`src/hdl/disc_write_map.svh`:
```
// Overview of operation
// - Sixteen eight-bit byte buffer between channel and serializer
// - Write pointer selects slot, increments per write
// - Read pointer selects slot, increments per read
// - Output holding byte shifts out at own rate
// - Occupancy counter: down on write, up on read
// - Request buffer writes while eight or fewer bytes
// - Buffer read beats buffer write when both pending
// - Hold channel connection until twelve bytes or full
// - Take at least eight bytes before searching; fewer once the channel signals done
// - Staged bytes move singly; wide paths bring several
// - Search sector, then send preamble through shifter
// - Preamble codes preload output holding register first
// - Zero-fill sector up to 1024 data bytes
// - Checksum accumulates, loads right after last byte
// - Gap advances sector; after 1011 wrap, bump track
// - Increment via checksum register; track goes out there
// - Address kept after order ends until reload
// - Serial stream is Manchester coded
// - Sense byte one bits 1,2 mark unavailable
// - Protected track blocks write, violation reported
// - Whole sector written on first pass
`ifndef DISC_WRITE_MAP_SVH
`define DISC_WRITE_MAP_SVH

`define DW_BUF_DEPTH      5'd16
`define DW_REQ_LEVEL      5'd8
`define DW_FILL_MIN       5'd8
`define DW_CONNECT_STOP   5'd12
`define DW_SECTOR_BYTES   11'd1024
`define DW_SECTOR_LAST    4'hb
`define DW_TRACK_LAST     11'h18f
`define DW_PRE_LEN        11'd8
`define DW_PRE_BYTE       8'h55
`define DW_SYNC_BYTE      8'h5c
`define DW_SENSE_UNAV     8'h60
`define DW_CLK_NS         20
`define DW_HALF_CELL_NS   160
`define DW_HALF_CELL_CYC  (`DW_HALF_CELL_NS / `DW_CLK_NS)

`endif

```
`src/hdl/disc_write_pkg.sv`:
```
package disc_write_pkg;

    typedef enum logic [3:0] {
        PH_IDLE, PH_FILL, PH_SEARCH, PH_PREAMBLE, PH_DATA,
        PH_CSUM, PH_DRAIN, PH_GAP_COPY, PH_GAP_INC, PH_GAP_BACK
    } wr_phase_e;

    typedef enum logic [1:0] {PATH_8, PATH_16, PATH_32} path_width_e;

    typedef struct packed {
        logic [10:0] track;
        logic [3:0]  sector;
    } disc_addr_s;

    typedef struct packed {
        logic        valid;
        logic [31:0] data;
    } chan_word_s;

endpackage

```
`src/hdl/byte_buffer_mem.sv`:
```
`timescale 1ns/1ps
`default_nettype none

module byte_buffer_mem (
    input  wire logic       i_sys_clk,
    input  wire logic       i_we,
    input  wire logic [3:0] i_waddr,
    input  wire logic [7:0] i_wdata,
    input  wire logic       i_re,
    input  wire logic [3:0] i_raddr,
    output logic      [7:0] o_rdata
);
    logic [7:0] mem [0:15];
    logic [7:0] rdata_reg;

    // No reset on the array; contents are only read after being written
    always_ff @(posedge i_sys_clk) begin
        if (i_we) begin
            mem[i_waddr] <= i_wdata;
        end
        if (i_re) begin
            rdata_reg <= mem[i_raddr];
        end
    end

    assign o_rdata = rdata_reg;
endmodule // byte_buffer_mem

`default_nettype wire

```
`src/hdl/disc_write_order_datapath.sv`:
```
`timescale 1ns/1ps
`default_nettype none
`include "disc_write_map.svh"

module disc_write_order_datapath (
    input  wire logic                       i_sys_clk,
    input  wire logic                       i_reset,
    input  wire logic                       i_order_start,
    input  wire logic                       i_chan_done,
    input  wire disc_write_pkg::path_width_e i_path_width,
    input  wire disc_write_pkg::chan_word_s  i_chan,
    input  wire logic                       i_seek_load,
    input  wire disc_write_pkg::disc_addr_s  i_seek_addr,
    input  wire logic [3:0]                 i_cur_sector,
    input  wire logic                       i_protect,
    output logic                            o_chan_req,
    output logic                            o_busy,
    output logic                            o_ser_data,
    output logic                            o_ser_en,
    output logic [10:0]                     o_track,
    output logic [7:0]                      o_sense_byte1,
    output logic                            o_protect_violation,
    output logic                            o_sector_done
);
    // Pin inputs: three flops, value accepted once stages two and three agree
    logic [4:0] sync1_reg, sync2_reg, sync3_reg, pin_reg, pin_next;

    always_comb begin
        pin_next = (sync2_reg == sync3_reg) ? sync3_reg : pin_reg;
    end

    always_ff @(posedge i_sys_clk or posedge i_reset) begin
        if (i_reset) begin
            sync1_reg <= 5'h00;
            sync2_reg <= 5'h00;
            sync3_reg <= 5'h00;
            pin_reg   <= 5'h00;
        end else begin
            sync1_reg <= {i_protect, i_cur_sector};
            sync2_reg <= sync1_reg;
            sync3_reg <= sync2_reg;
            pin_reg   <= pin_next;
        end
    end

    logic       prot;
    logic [3:0] cur_sector;
    assign prot       = pin_reg[4];
    assign cur_sector = pin_reg[3:0];

    // Half-cell enable; Manchester needs two half-cells per bit
    logic [7:0] div_reg, div_next;
    logic       half_tick;
    assign half_tick = (div_reg == 8'h00);

    always_comb begin
        div_next = half_tick ? 8'(`DW_HALF_CELL_CYC - 1) : div_reg - 8'h01;
    end

    disc_write_pkg::wr_phase_e  phase_reg, phase_next;
    disc_write_pkg::disc_addr_s addr_reg, addr_next;
    logic [14:0] p_reg, p_next;
    logic [10:0] bctr_reg, bctr_next;
    logic [7:0]  k_reg, k_next, j_reg, j_next;
    logic        k_full_reg, k_full_next, j_full_reg, j_full_next;
    logic        rd_pend_reg, rd_pend_next;
    logic [31:0] stg_reg, stg_next;
    logic [2:0]  stg_cnt_reg, stg_cnt_next;
    logic [3:0]  wptr_reg, wptr_next, rptr_reg, rptr_next;
    logic [4:0]  vac_reg, vac_next, active;
    logic        connect_reg, connect_next, req_reg, req_next;
    logic        done_reg, done_next, viol_reg, viol_next, unav_reg, unav_next;
    logic [10:0] track_reg, track_next;
    logic [7:0]  sense_reg, sense_next;
    logic        sdone_reg, sdone_next;
    logic        busy_reg, busy_next;
    logic        wr_go, rd_go, take, k_take;
    logic [7:0]  rdata;

    // Shifter state
    logic [7:0] sh_reg, sh_next;
    logic [2:0] bit_reg, bit_next;
    logic       half_reg, half_next, sh_on_reg, sh_on_next, ser_reg, ser_next;
    logic       cur_bit;

    // Occupancy counter holds free slots: write counts down, read counts up
    assign active = `DW_BUF_DEPTH - vac_reg;
    assign take   = req_reg & i_chan.valid;
    assign k_take = half_tick & k_full_reg
                    & (~sh_on_reg | (half_reg & (bit_reg == 3'd7)));
    // Read first so the serializer never starves
    assign rd_go  = (phase_reg == disc_write_pkg::PH_DATA) & ~k_full_reg & ~rd_pend_reg
                    & (vac_reg != `DW_BUF_DEPTH) & (bctr_reg < `DW_SECTOR_BYTES);
    assign wr_go  = j_full_reg & (vac_reg != 5'd0) & ~rd_go;

    byte_buffer_mem u_byte_buffer (
        .i_sys_clk (i_sys_clk),
        .i_we      (wr_go),
        .i_waddr   (wptr_reg),
        .i_wdata   (j_reg),
        .i_re      (rd_go),
        .i_raddr   (rptr_reg),
        .o_rdata   (rdata)
    );

    always_comb begin
        phase_next   = phase_reg;
        addr_next    = addr_reg;
        p_next       = p_reg;
        bctr_next    = bctr_reg;
        k_next       = k_reg;
        k_full_next  = k_full_reg & ~k_take;
        rd_pend_next = rd_go;
        j_next       = j_reg;
        j_full_next  = j_full_reg & ~wr_go;
        stg_next     = stg_reg;
        stg_cnt_next = stg_cnt_reg;
        wptr_next    = wr_go ? wptr_reg + 4'h1 : wptr_reg;
        rptr_next    = rd_go ? rptr_reg + 4'h1 : rptr_reg;
        vac_next     = vac_reg - {4'h0, wr_go} + {4'h0, rd_go};
        done_next    = done_reg | i_chan_done;
        viol_next    = viol_reg;
        unav_next    = unav_reg;
        track_next   = track_reg;
        sdone_next   = 1'b0;

        // Channel word lands highest byte first in the staging register
        if (take) begin
            unique case (i_path_width)
                disc_write_pkg::PATH_8: begin
                    stg_next     = {i_chan.data[7:0], 24'h000000};
                    stg_cnt_next = 3'd1;
                end
                disc_write_pkg::PATH_16: begin
                    stg_next     = {i_chan.data[15:0], 16'h0000};
                    stg_cnt_next = 3'd2;
                end
                disc_write_pkg::PATH_32: begin
                    stg_next     = i_chan.data;
                    stg_cnt_next = 3'd4;
                end
                default: begin
                    stg_next     = i_chan.data;
                    stg_cnt_next = 3'd4;
                end
            endcase
        end else if ((stg_cnt_reg != 3'd0) && (!j_full_reg || wr_go)) begin
            j_next       = stg_reg[31:24];
            j_full_next  = 1'b1;
            stg_next     = {stg_reg[23:0], 8'h00};
            stg_cnt_next = stg_cnt_reg - 3'd1;
        end

        // Buffer read data arrives one cycle after the read cycle
        if (rd_pend_reg) begin
            k_next      = rdata;
            k_full_next = 1'b1;
            p_next      = {p_reg[14:8], p_reg[7:0] + rdata};
        end

        unique case (phase_reg)
            disc_write_pkg::PH_IDLE: begin
                if (i_order_start) begin
                    phase_next   = disc_write_pkg::PH_FILL;
                    // A done pulse in the start cycle must not be lost
                    done_next    = i_chan_done;
                    viol_next    = 1'b0;
                    wptr_next    = 4'h0;
                    rptr_next    = 4'h0;
                    vac_next     = `DW_BUF_DEPTH;
                    j_full_next  = 1'b0;
                    stg_cnt_next = 3'd0;
                end else if (i_seek_load) begin
                    addr_next  = i_seek_addr;
                    track_next = i_seek_addr.track;
                    unav_next  = 1'b0;
                end
            end
            disc_write_pkg::PH_FILL: begin
                if ((active >= `DW_FILL_MIN) || done_reg) begin
                    phase_next = disc_write_pkg::PH_SEARCH;
                end
            end
            disc_write_pkg::PH_SEARCH: begin
                if (prot) begin
                    viol_next  = 1'b1;
                    phase_next = disc_write_pkg::PH_IDLE;
                end else if (cur_sector == addr_reg.sector) begin
                    phase_next = disc_write_pkg::PH_PREAMBLE;
                    bctr_next  = 11'd0;
                    p_next     = 15'h0000;
                end
            end
            disc_write_pkg::PH_PREAMBLE: begin
                if (!k_full_reg) begin
                    k_full_next = 1'b1;
                    if (bctr_reg == `DW_PRE_LEN - 11'd1) begin
                        k_next     = `DW_SYNC_BYTE;
                        bctr_next  = 11'd0;
                        phase_next = disc_write_pkg::PH_DATA;
                    end else begin
                        k_next    = `DW_PRE_BYTE;
                        bctr_next = bctr_reg + 11'd1;
                    end
                end
            end
            disc_write_pkg::PH_DATA: begin
                if (rd_go) begin
                    bctr_next = bctr_reg + 11'd1;
                end else if (!k_full_reg && !rd_pend_reg
                             && (bctr_reg < `DW_SECTOR_BYTES)) begin
                    k_next      = 8'h00;
                    k_full_next = 1'b1;
                    bctr_next   = bctr_reg + 11'd1;
                end else if ((bctr_reg == `DW_SECTOR_BYTES) && !rd_pend_reg) begin
                    phase_next = disc_write_pkg::PH_CSUM;
                end
            end
            disc_write_pkg::PH_CSUM: begin
                if (!k_full_reg) begin
                    k_next      = p_reg[7:0];
                    k_full_next = 1'b1;
                    phase_next  = disc_write_pkg::PH_DRAIN;
                end
            end
            disc_write_pkg::PH_DRAIN: begin
                if (!k_full_reg && !sh_on_reg) begin
                    sdone_next = 1'b1;
                    phase_next = disc_write_pkg::PH_GAP_COPY;
                end
            end
            disc_write_pkg::PH_GAP_COPY: begin
                p_next     = addr_reg;
                phase_next = disc_write_pkg::PH_GAP_INC;
            end
            disc_write_pkg::PH_GAP_INC: begin
                if (p_reg[3:0] == `DW_SECTOR_LAST) begin
                    p_next = {p_reg[14:4] + 11'd1, 4'h0};
                    if (p_reg[14:4] == `DW_TRACK_LAST) begin
                        unav_next = 1'b1;
                    end
                end else begin
                    p_next = p_reg + 15'h0001;
                end
                phase_next = disc_write_pkg::PH_GAP_BACK;
            end
            disc_write_pkg::PH_GAP_BACK: begin
                addr_next  = p_reg;
                track_next = p_reg[14:4];
                if (done_reg && (stg_cnt_reg == 3'd0) && !j_full_reg
                    && (vac_reg == `DW_BUF_DEPTH)) begin
                    phase_next = disc_write_pkg::PH_IDLE;
                end else begin
                    phase_next = disc_write_pkg::PH_SEARCH;
                end
            end
            default: phase_next = disc_write_pkg::PH_IDLE;
        endcase

        // Connection opens at eight or fewer and closes at twelve or full
        if ((phase_next == disc_write_pkg::PH_IDLE) || done_next) begin
            connect_next = 1'b0;
        end else if (active <= `DW_REQ_LEVEL) begin
            connect_next = 1'b1;
        end else if ((active >= `DW_CONNECT_STOP) || (vac_reg == 5'd0)) begin
            connect_next = 1'b0;
        end else begin
            connect_next = connect_reg;
        end
        req_next   = connect_next & (stg_cnt_next == 3'd0) & ~take;
        sense_next = unav_next ? `DW_SENSE_UNAV : {addr_next.track[10:4], prot};
        busy_next  = (phase_next != disc_write_pkg::PH_IDLE);
    end

    // Shifter: MSB first, first half-cell is the complement of the bit
    always_comb begin
        sh_next    = sh_reg;
        bit_next   = bit_reg;
        half_next  = half_reg;
        sh_on_next = sh_on_reg;
        if (half_tick) begin
            if (sh_on_reg && !half_reg) begin
                half_next = 1'b1;
            end else if (sh_on_reg && (bit_reg != 3'd7)) begin
                bit_next  = bit_reg + 3'd1;
                half_next = 1'b0;
            end else begin
                sh_next    = k_full_reg ? k_reg : sh_reg;
                bit_next   = 3'd0;
                half_next  = 1'b0;
                sh_on_next = k_full_reg;
            end
        end
        cur_bit  = sh_next[3'd7 - bit_next];
        ser_next = sh_on_next & (half_next ? cur_bit : ~cur_bit);
    end

    always_ff @(posedge i_sys_clk or posedge i_reset) begin
        if (i_reset) begin
            div_reg     <= 8'h00;
            phase_reg   <= disc_write_pkg::PH_IDLE;
            addr_reg    <= '0;
            p_reg       <= 15'h0000;
            bctr_reg    <= 11'd0;
            k_reg       <= 8'h00;
            k_full_reg  <= 1'b0;
            rd_pend_reg <= 1'b0;
            j_reg       <= 8'h00;
            j_full_reg  <= 1'b0;
            stg_reg     <= 32'h00000000;
            stg_cnt_reg <= 3'd0;
            wptr_reg    <= 4'h0;
            rptr_reg    <= 4'h0;
            vac_reg     <= `DW_BUF_DEPTH;
            connect_reg <= 1'b0;
            req_reg     <= 1'b0;
            done_reg    <= 1'b0;
            viol_reg    <= 1'b0;
            unav_reg    <= 1'b0;
            track_reg   <= 11'h000;
            sense_reg   <= 8'h00;
            sdone_reg   <= 1'b0;
            busy_reg    <= 1'b0;
            sh_reg      <= 8'h00;
            bit_reg     <= 3'd0;
            half_reg    <= 1'b0;
            sh_on_reg   <= 1'b0;
            ser_reg     <= 1'b0;
        end else begin
            div_reg     <= div_next;
            phase_reg   <= phase_next;
            addr_reg    <= addr_next;
            p_reg       <= p_next;
            bctr_reg    <= bctr_next;
            k_reg       <= k_next;
            k_full_reg  <= k_full_next;
            rd_pend_reg <= rd_pend_next;
            j_reg       <= j_next;
            j_full_reg  <= j_full_next;
            stg_reg     <= stg_next;
            stg_cnt_reg <= stg_cnt_next;
            wptr_reg    <= wptr_next;
            rptr_reg    <= rptr_next;
            vac_reg     <= vac_next;
            connect_reg <= connect_next;
            req_reg     <= req_next;
            done_reg    <= done_next;
            viol_reg    <= viol_next;
            unav_reg    <= unav_next;
            track_reg   <= track_next;
            sense_reg   <= sense_next;
            sdone_reg   <= sdone_next;
            busy_reg    <= busy_next;
            sh_reg      <= sh_next;
            bit_reg     <= bit_next;
            half_reg    <= half_next;
            sh_on_reg   <= sh_on_next;
            ser_reg     <= ser_next;
        end
    end

    assign o_chan_req          = req_reg;
    assign o_busy              = busy_reg;
    assign o_ser_data          = ser_reg;
    assign o_ser_en            = sh_on_reg;
    assign o_track             = track_reg;
    assign o_sense_byte1       = sense_reg;
    assign o_protect_violation = viol_reg;
    assign o_sector_done       = sdone_reg;
endmodule // disc_write_order_datapath

`default_nettype wire

```
`config.mk`:
```
export PLATFORM = sky130hd
export DESIGN_NAME = disc_write_order_datapath
export DESIGN_NICKNAME = d
export VERILOG_FILES = /design/src/hdl/disc_write_pkg.sv /design/src/hdl/byte_buffer_mem.sv /design/src/hdl/disc_write_order_datapath.sv
export VERILOG_INCLUDE_DIRS = /design/src /design/src/hdl
export SDC_FILE = /design/constraint.sdc
export NUM_CORES = 1
export LEC_CHECK = 0
export ABC_AREA = 1
export BUFFER_PORTS_ARGS = -buffer_cell sky130_fd_sc_hd__buf_4
export CAP_MARGIN = 5
export CORE_ASPECT_RATIO = 0.5
export CORE_MARGIN = 2
export CORE_UTILIZATION = 60
export CTS_CLUSTER_DIAMETER = 40
export CTS_CLUSTER_SIZE = 28
export DETAILED_ROUTE_END_ITERATION = 10
export PLACE_DENSITY = 0.79
export RECOVER_POWER = 100
export SETUP_SLACK_MARGIN = 0.1
export SYNTH_ARGS = -nofsm -noshare
export SYNTH_HDL_FRONTEND = slang
export SYNTH_SLANG_ARGS = --single-unit
export TNS_END_PERCENT = 50
```
`constraint.sdc`:
```
create_clock -name i_sys_clk -period 11.9 [get_ports i_sys_clk]
set_input_delay 2.38 -clock i_sys_clk [delete_from_list [all_inputs] [get_ports i_sys_clk]]
set_output_delay 2.38 -clock i_sys_clk [all_outputs]
set_load 0.01 [all_outputs]
```
==> results.md <==
Floorplan:
- The core region is about 24000 µm².
- The height of the die is between 100 and 150 µm.
- The width of the chip is 225 µm.
- The floorplan step defined a die boundary enclosing 25900 µm².
- The effective utilization at floorplan is approximately three fifths.
- The standard-cell row count is 40.
- The number of I/O pins is 85.

Timing:
- The hold violation count in the final report is 0.
- The clock period minus final worst setup slack is about 5.6 ns.
- Timing would allow up to ~180 MHz.
- The number of pins exceeding their max-slew limit in the final report is between 100 and 150.
- The clock arrives with 0.0318 ns of skew.
- Summed over all failing endpoints, the final setup total negative slack is 0 ns.
- Of the available clock period, the critical path in the final layout requires 47.1%.
- Setup violations remaining at the end of the flow were counted as 0.
- In this run the tightest slew margin relative to its limit is -202%.
- At the pin with the least slew margin, the transition time is around 4.5 ns.
- Setup repair after global routing left no endpoint under its margin.

Run:
- The tool flagged a number of max-cap violations equal to 2.

Logic synthesis:
- In this run, synthesis inferred between 100 and 150 flip-flops with an integrated enable.
- The warning count from the yosys run is 0.
- Synthesis produced a netlist whose cell count is roughly 1500.
- The count of different cell masters after synthesis is 51.
- The post-synthesis instance area is 14700 µm².
- The proportion of synthesized chip area in sequential cells is ~60%.
- Averaged over all synthesized cells, the footprint is between 9 and 10 µm².
- The fraction of registers with async set/reset is a little under three fifths.
- Counting every net in the synthesized netlist gives between 1500 and 2000.
- Among all flip-flop cells after synthesis, the most frequent one is dfrtp_1.
- The register bit total from synthesis is 316.

GRT:
- The wire length of the first global-routing pass is about 54 mm.
- The number of antenna violations at the first check in global routing is 0.
- The total overflow left after global routing is 0.
- In the global route stage, overall resource usage came out at around a quarter.
- Entering global routing, the biggest net connects ~110 pins.
- The via count of the first global-routing pass is ~11000.

Clocking:
- After clock tree synthesis, the repair step resized 0 gates.
- For this design, the sink count on the clock tree is ~320.
- The cell at the root of the clock tree is clkbuf_16.
- At the later pin of the worst-skew pair, clock insertion delay measures between 0.5 and 0.6 ns.
- Once the clock tree was built, the setup fixing pass inserted 0 buffers.
- The clock passes through at most 3 buffers.
- The TritonCTS clock tree is done.
- The total of hold buffers inserted after clock tree synthesis is 0.
- In this run the number of H-tree levels came out at 1.
- The number of clock buffers added by TritonCTS is 28.
- The clock transition at the registers of the reported paths is 0.06 ns.

Setup path:
- Data on the critical path is required at its endpoint by 12.43 ns.
- The critical path goes through clkbuf_4 > clkinvlp_2 > buf_4.
- The number of cells traversed by the worst register-to-register path is 5.
- The critical path startpoint category is an input port.
- The longest individual stage delay on the worst path is 2.53 ns.
- Counting both buffers and inverters, the worst setup path holds a total of 3.
- On the critical path, the stage with the largest delay is an instance of clkinvlp_2.
- The worst register-to-register path begins at rptr_reg[1].
- The minimum setup slack among reg-to-reg paths is a little under 8 ns.
- For the worst setup path, the data arrival time is about 6.1 ns.
- Along the worst path, the maximum fanout reaches between 100 and 150.
- The critical path in this run is classified as input port to async pin.
- The cell family contributing the most delay on the critical path is buffers and inverters.
- The reg-to-reg endpoint is u_byte_buffer.o_rdata[2].
- The worst setup path is captured at an async pin.

Routing:
- For this block, the routed nets add up to roughly 34 mm of wire.
- After the first detailed-routing iteration, the DRC count stood at approximately 1300.
- The detailed-route via count is approximately 11000.
- Dividing the detail-routed via count by the number of cells gives just under 6.
- The detail-routed net length per standard cell is between 15 and 20 µm.
- The post-detailed-route DRC marker count is 0.
- In this run the remaining antenna-violating nets after routing total 0.
- The first detailed-routing pass ran for 5 iterations.

Cells and area:
- The register with the most flip-flops in the layout has 128 of them.
- The area growth from synthesis to layout is 10.9%.
- At the end of the flow, the number of nets in the layout was about 1600.
- The count of inserted antenna diode cells is 0.
- The final standard cell area without fillers is 16300 µm².
- The fraction of layout cells with a size suffix above 1 is approximately a tenth.

Min path:
- The critical hold path startpoint is sync1_reg[0].
- The cell depth of the worst min-delay path is 0.
- The terminating pin of the worst hold path is sync2_reg[0].
- The min-delay analysis places its worst path in the category register to register.

Pwr:
- Across the VDD grid, the largest voltage drop is around 0.12 mV.
- The leakage dissipation is 7.19 nW.
- For this design the ratio of total power to cell area is roughly 210 nW/µm².

Placed design:
- At the end of routability-driven placement, the weighted congestion stood at 0.926.
- The cell area after placement is around 16000 µm².
- The number of buffer cells added on primary ports is 84.
- The estimated wirelength of the detail-placed design is 22.4 mm.

Run status:
- The final reports fail on capacitance limit, slew limit.
- The flow ran to the end, but the final reports show violations.
## power by group
| group | total, mW | switching, mW | internal [mW] |
|---|---|---|---|
| Sequential | 1.59 | 0.163 | 1.43 |
| Clock | 0.961 | 0.464 | 0.497 |
| Combinational | 0.902 | 0.596 | 0.307 |
| Total | 3.45 | 1.22 | 2.23 |
## cells in the final DEF, fill, tap and decap left out, types with 7 or more instances in the layout
cell type and instances:
inv_1 208, nand2_1 207, dfrtp_1 178, edfxtp_1 136, o21ai_0 134, nor2_1 111
a21oi_1 90, nand3_1 77, buf_4 53, o211ai_1 38, mux2i_1 32, ha_1 30
clkbuf_16 30, clkbuf_1 29, nand4_1 22, nor3_1 19, o221ai_1 18, xor2_1 16
o22ai_1 12, inv_2 11, a22oi_1 9, a31oi_1 8, clkbuf_4 7
## cell usage after synthesis, drive strengths merged (3+ instances only)
| cell type | instances | area share (%) |
|---|---|---|
| or2 | 3 | 0.13 |
| nor2 | 119 | 3.5 |
| edfxtp | 136 | 28 |
| a31oi | 8 | 0.34 |
| o211ai | 38 | 2.0 |
| xnor2 | 4 | 0.24 |
| a21oi | 90 | 3.1 |
| nor3 | 19 | 0.72 |
| a22oi | 9 | 0.46 |
| buf | 22 | 0.93 |
| nand3b | 4 | 0.29 |
| o21ai | 139 | 4.9 |
| ha | 30 | 2.6 |
| inv | 220 | 5.6 |
| nor4 | 4 | 0.17 |
| a221oi | 3 | 0.18 |
| o221ai | 18 | 1.1 |
| nand2 | 214 | 5.8 |
| and2 | 8 | 0.34 |
| o311ai | 5 | 0.30 |
| nand4 | 22 | 0.94 |
| clkbuf | 26 | 0.66 |
| xor2 | 16 | 0.95 |
| mux2i | 32 | 2.2 |
| nand3 | 78 | 2.8 |
| o22ai | 12 | 0.51 |
| dfrtp | 179 | 30 |
| a41oi | 5 | 0.50 |
## worst max-delay path by stage
| stage | start | cells after the start | slack [ns] | end |
|---|---|---|---|---|
| after floorplan | i_reset | 1 | 4.63 | addr_reg[0] |
| after global placement | i_chan[32] | 7 | 7.44 | o_chan_req |
| after detailed placement | i_chan[32] | 7 | 7.35 | stg_reg[18] |
| after CTS | i_chan[32] | 7 | 7.95 | stg_reg[18] |
| after global routing | i_reset | 3 | 5.44 | k_reg[6] |
| final | i_reset | 3 | 6.29 | div_reg[7] |
## cell type report
class / count / area [µm²]
sequential: 316 / 8590
fill: 1811 / 7710
multi-input combinational: 887 / 4950
inverter: 221 / 831
clock buffer: 32 / 768
timing repair buffer: 88 / 556
tap: 315 / 394
clock inverter: 19 / 226
## through the flow
step	hold slack (ns)	cells	power, mW	utilization, %	worst slack [ns]
final	0.351	1878	3.45	67.9	6.29
after global routing	0.356	1878	3.64	67.9	5.44
after CTS	0.352	1878	3.50	68.8	7.95
after detailed placement	0.339	1827	2.54	64.7	7.35
after global placement	0.332	1827	2.48	64.7	7.44
after floorplan	0.331	1472	2.25	-	4.63
## cell families after synthesis
family	after synthesis	synth area share, %
AOI/OAI and AO/OA	331	13.5
xor gates and xnor gates	20	1.19
adders and majority gates	32	2.82
buffers and inverters	269	7.23
DFF	316	58.4
muxes	32	2.18
and+or+nand+nor	472	14.7
## per-layer routing
metal  vias up  GRT usage, %  routed length, µm
li1       5179             -                  -
met1      5406          37.2              14700
met2       412          43.5              16200
met3        62          4.52               2200
met4         0          6.58                606
met5         -             0                  0
Note: power is estimated with default switching activity, not from simulation.
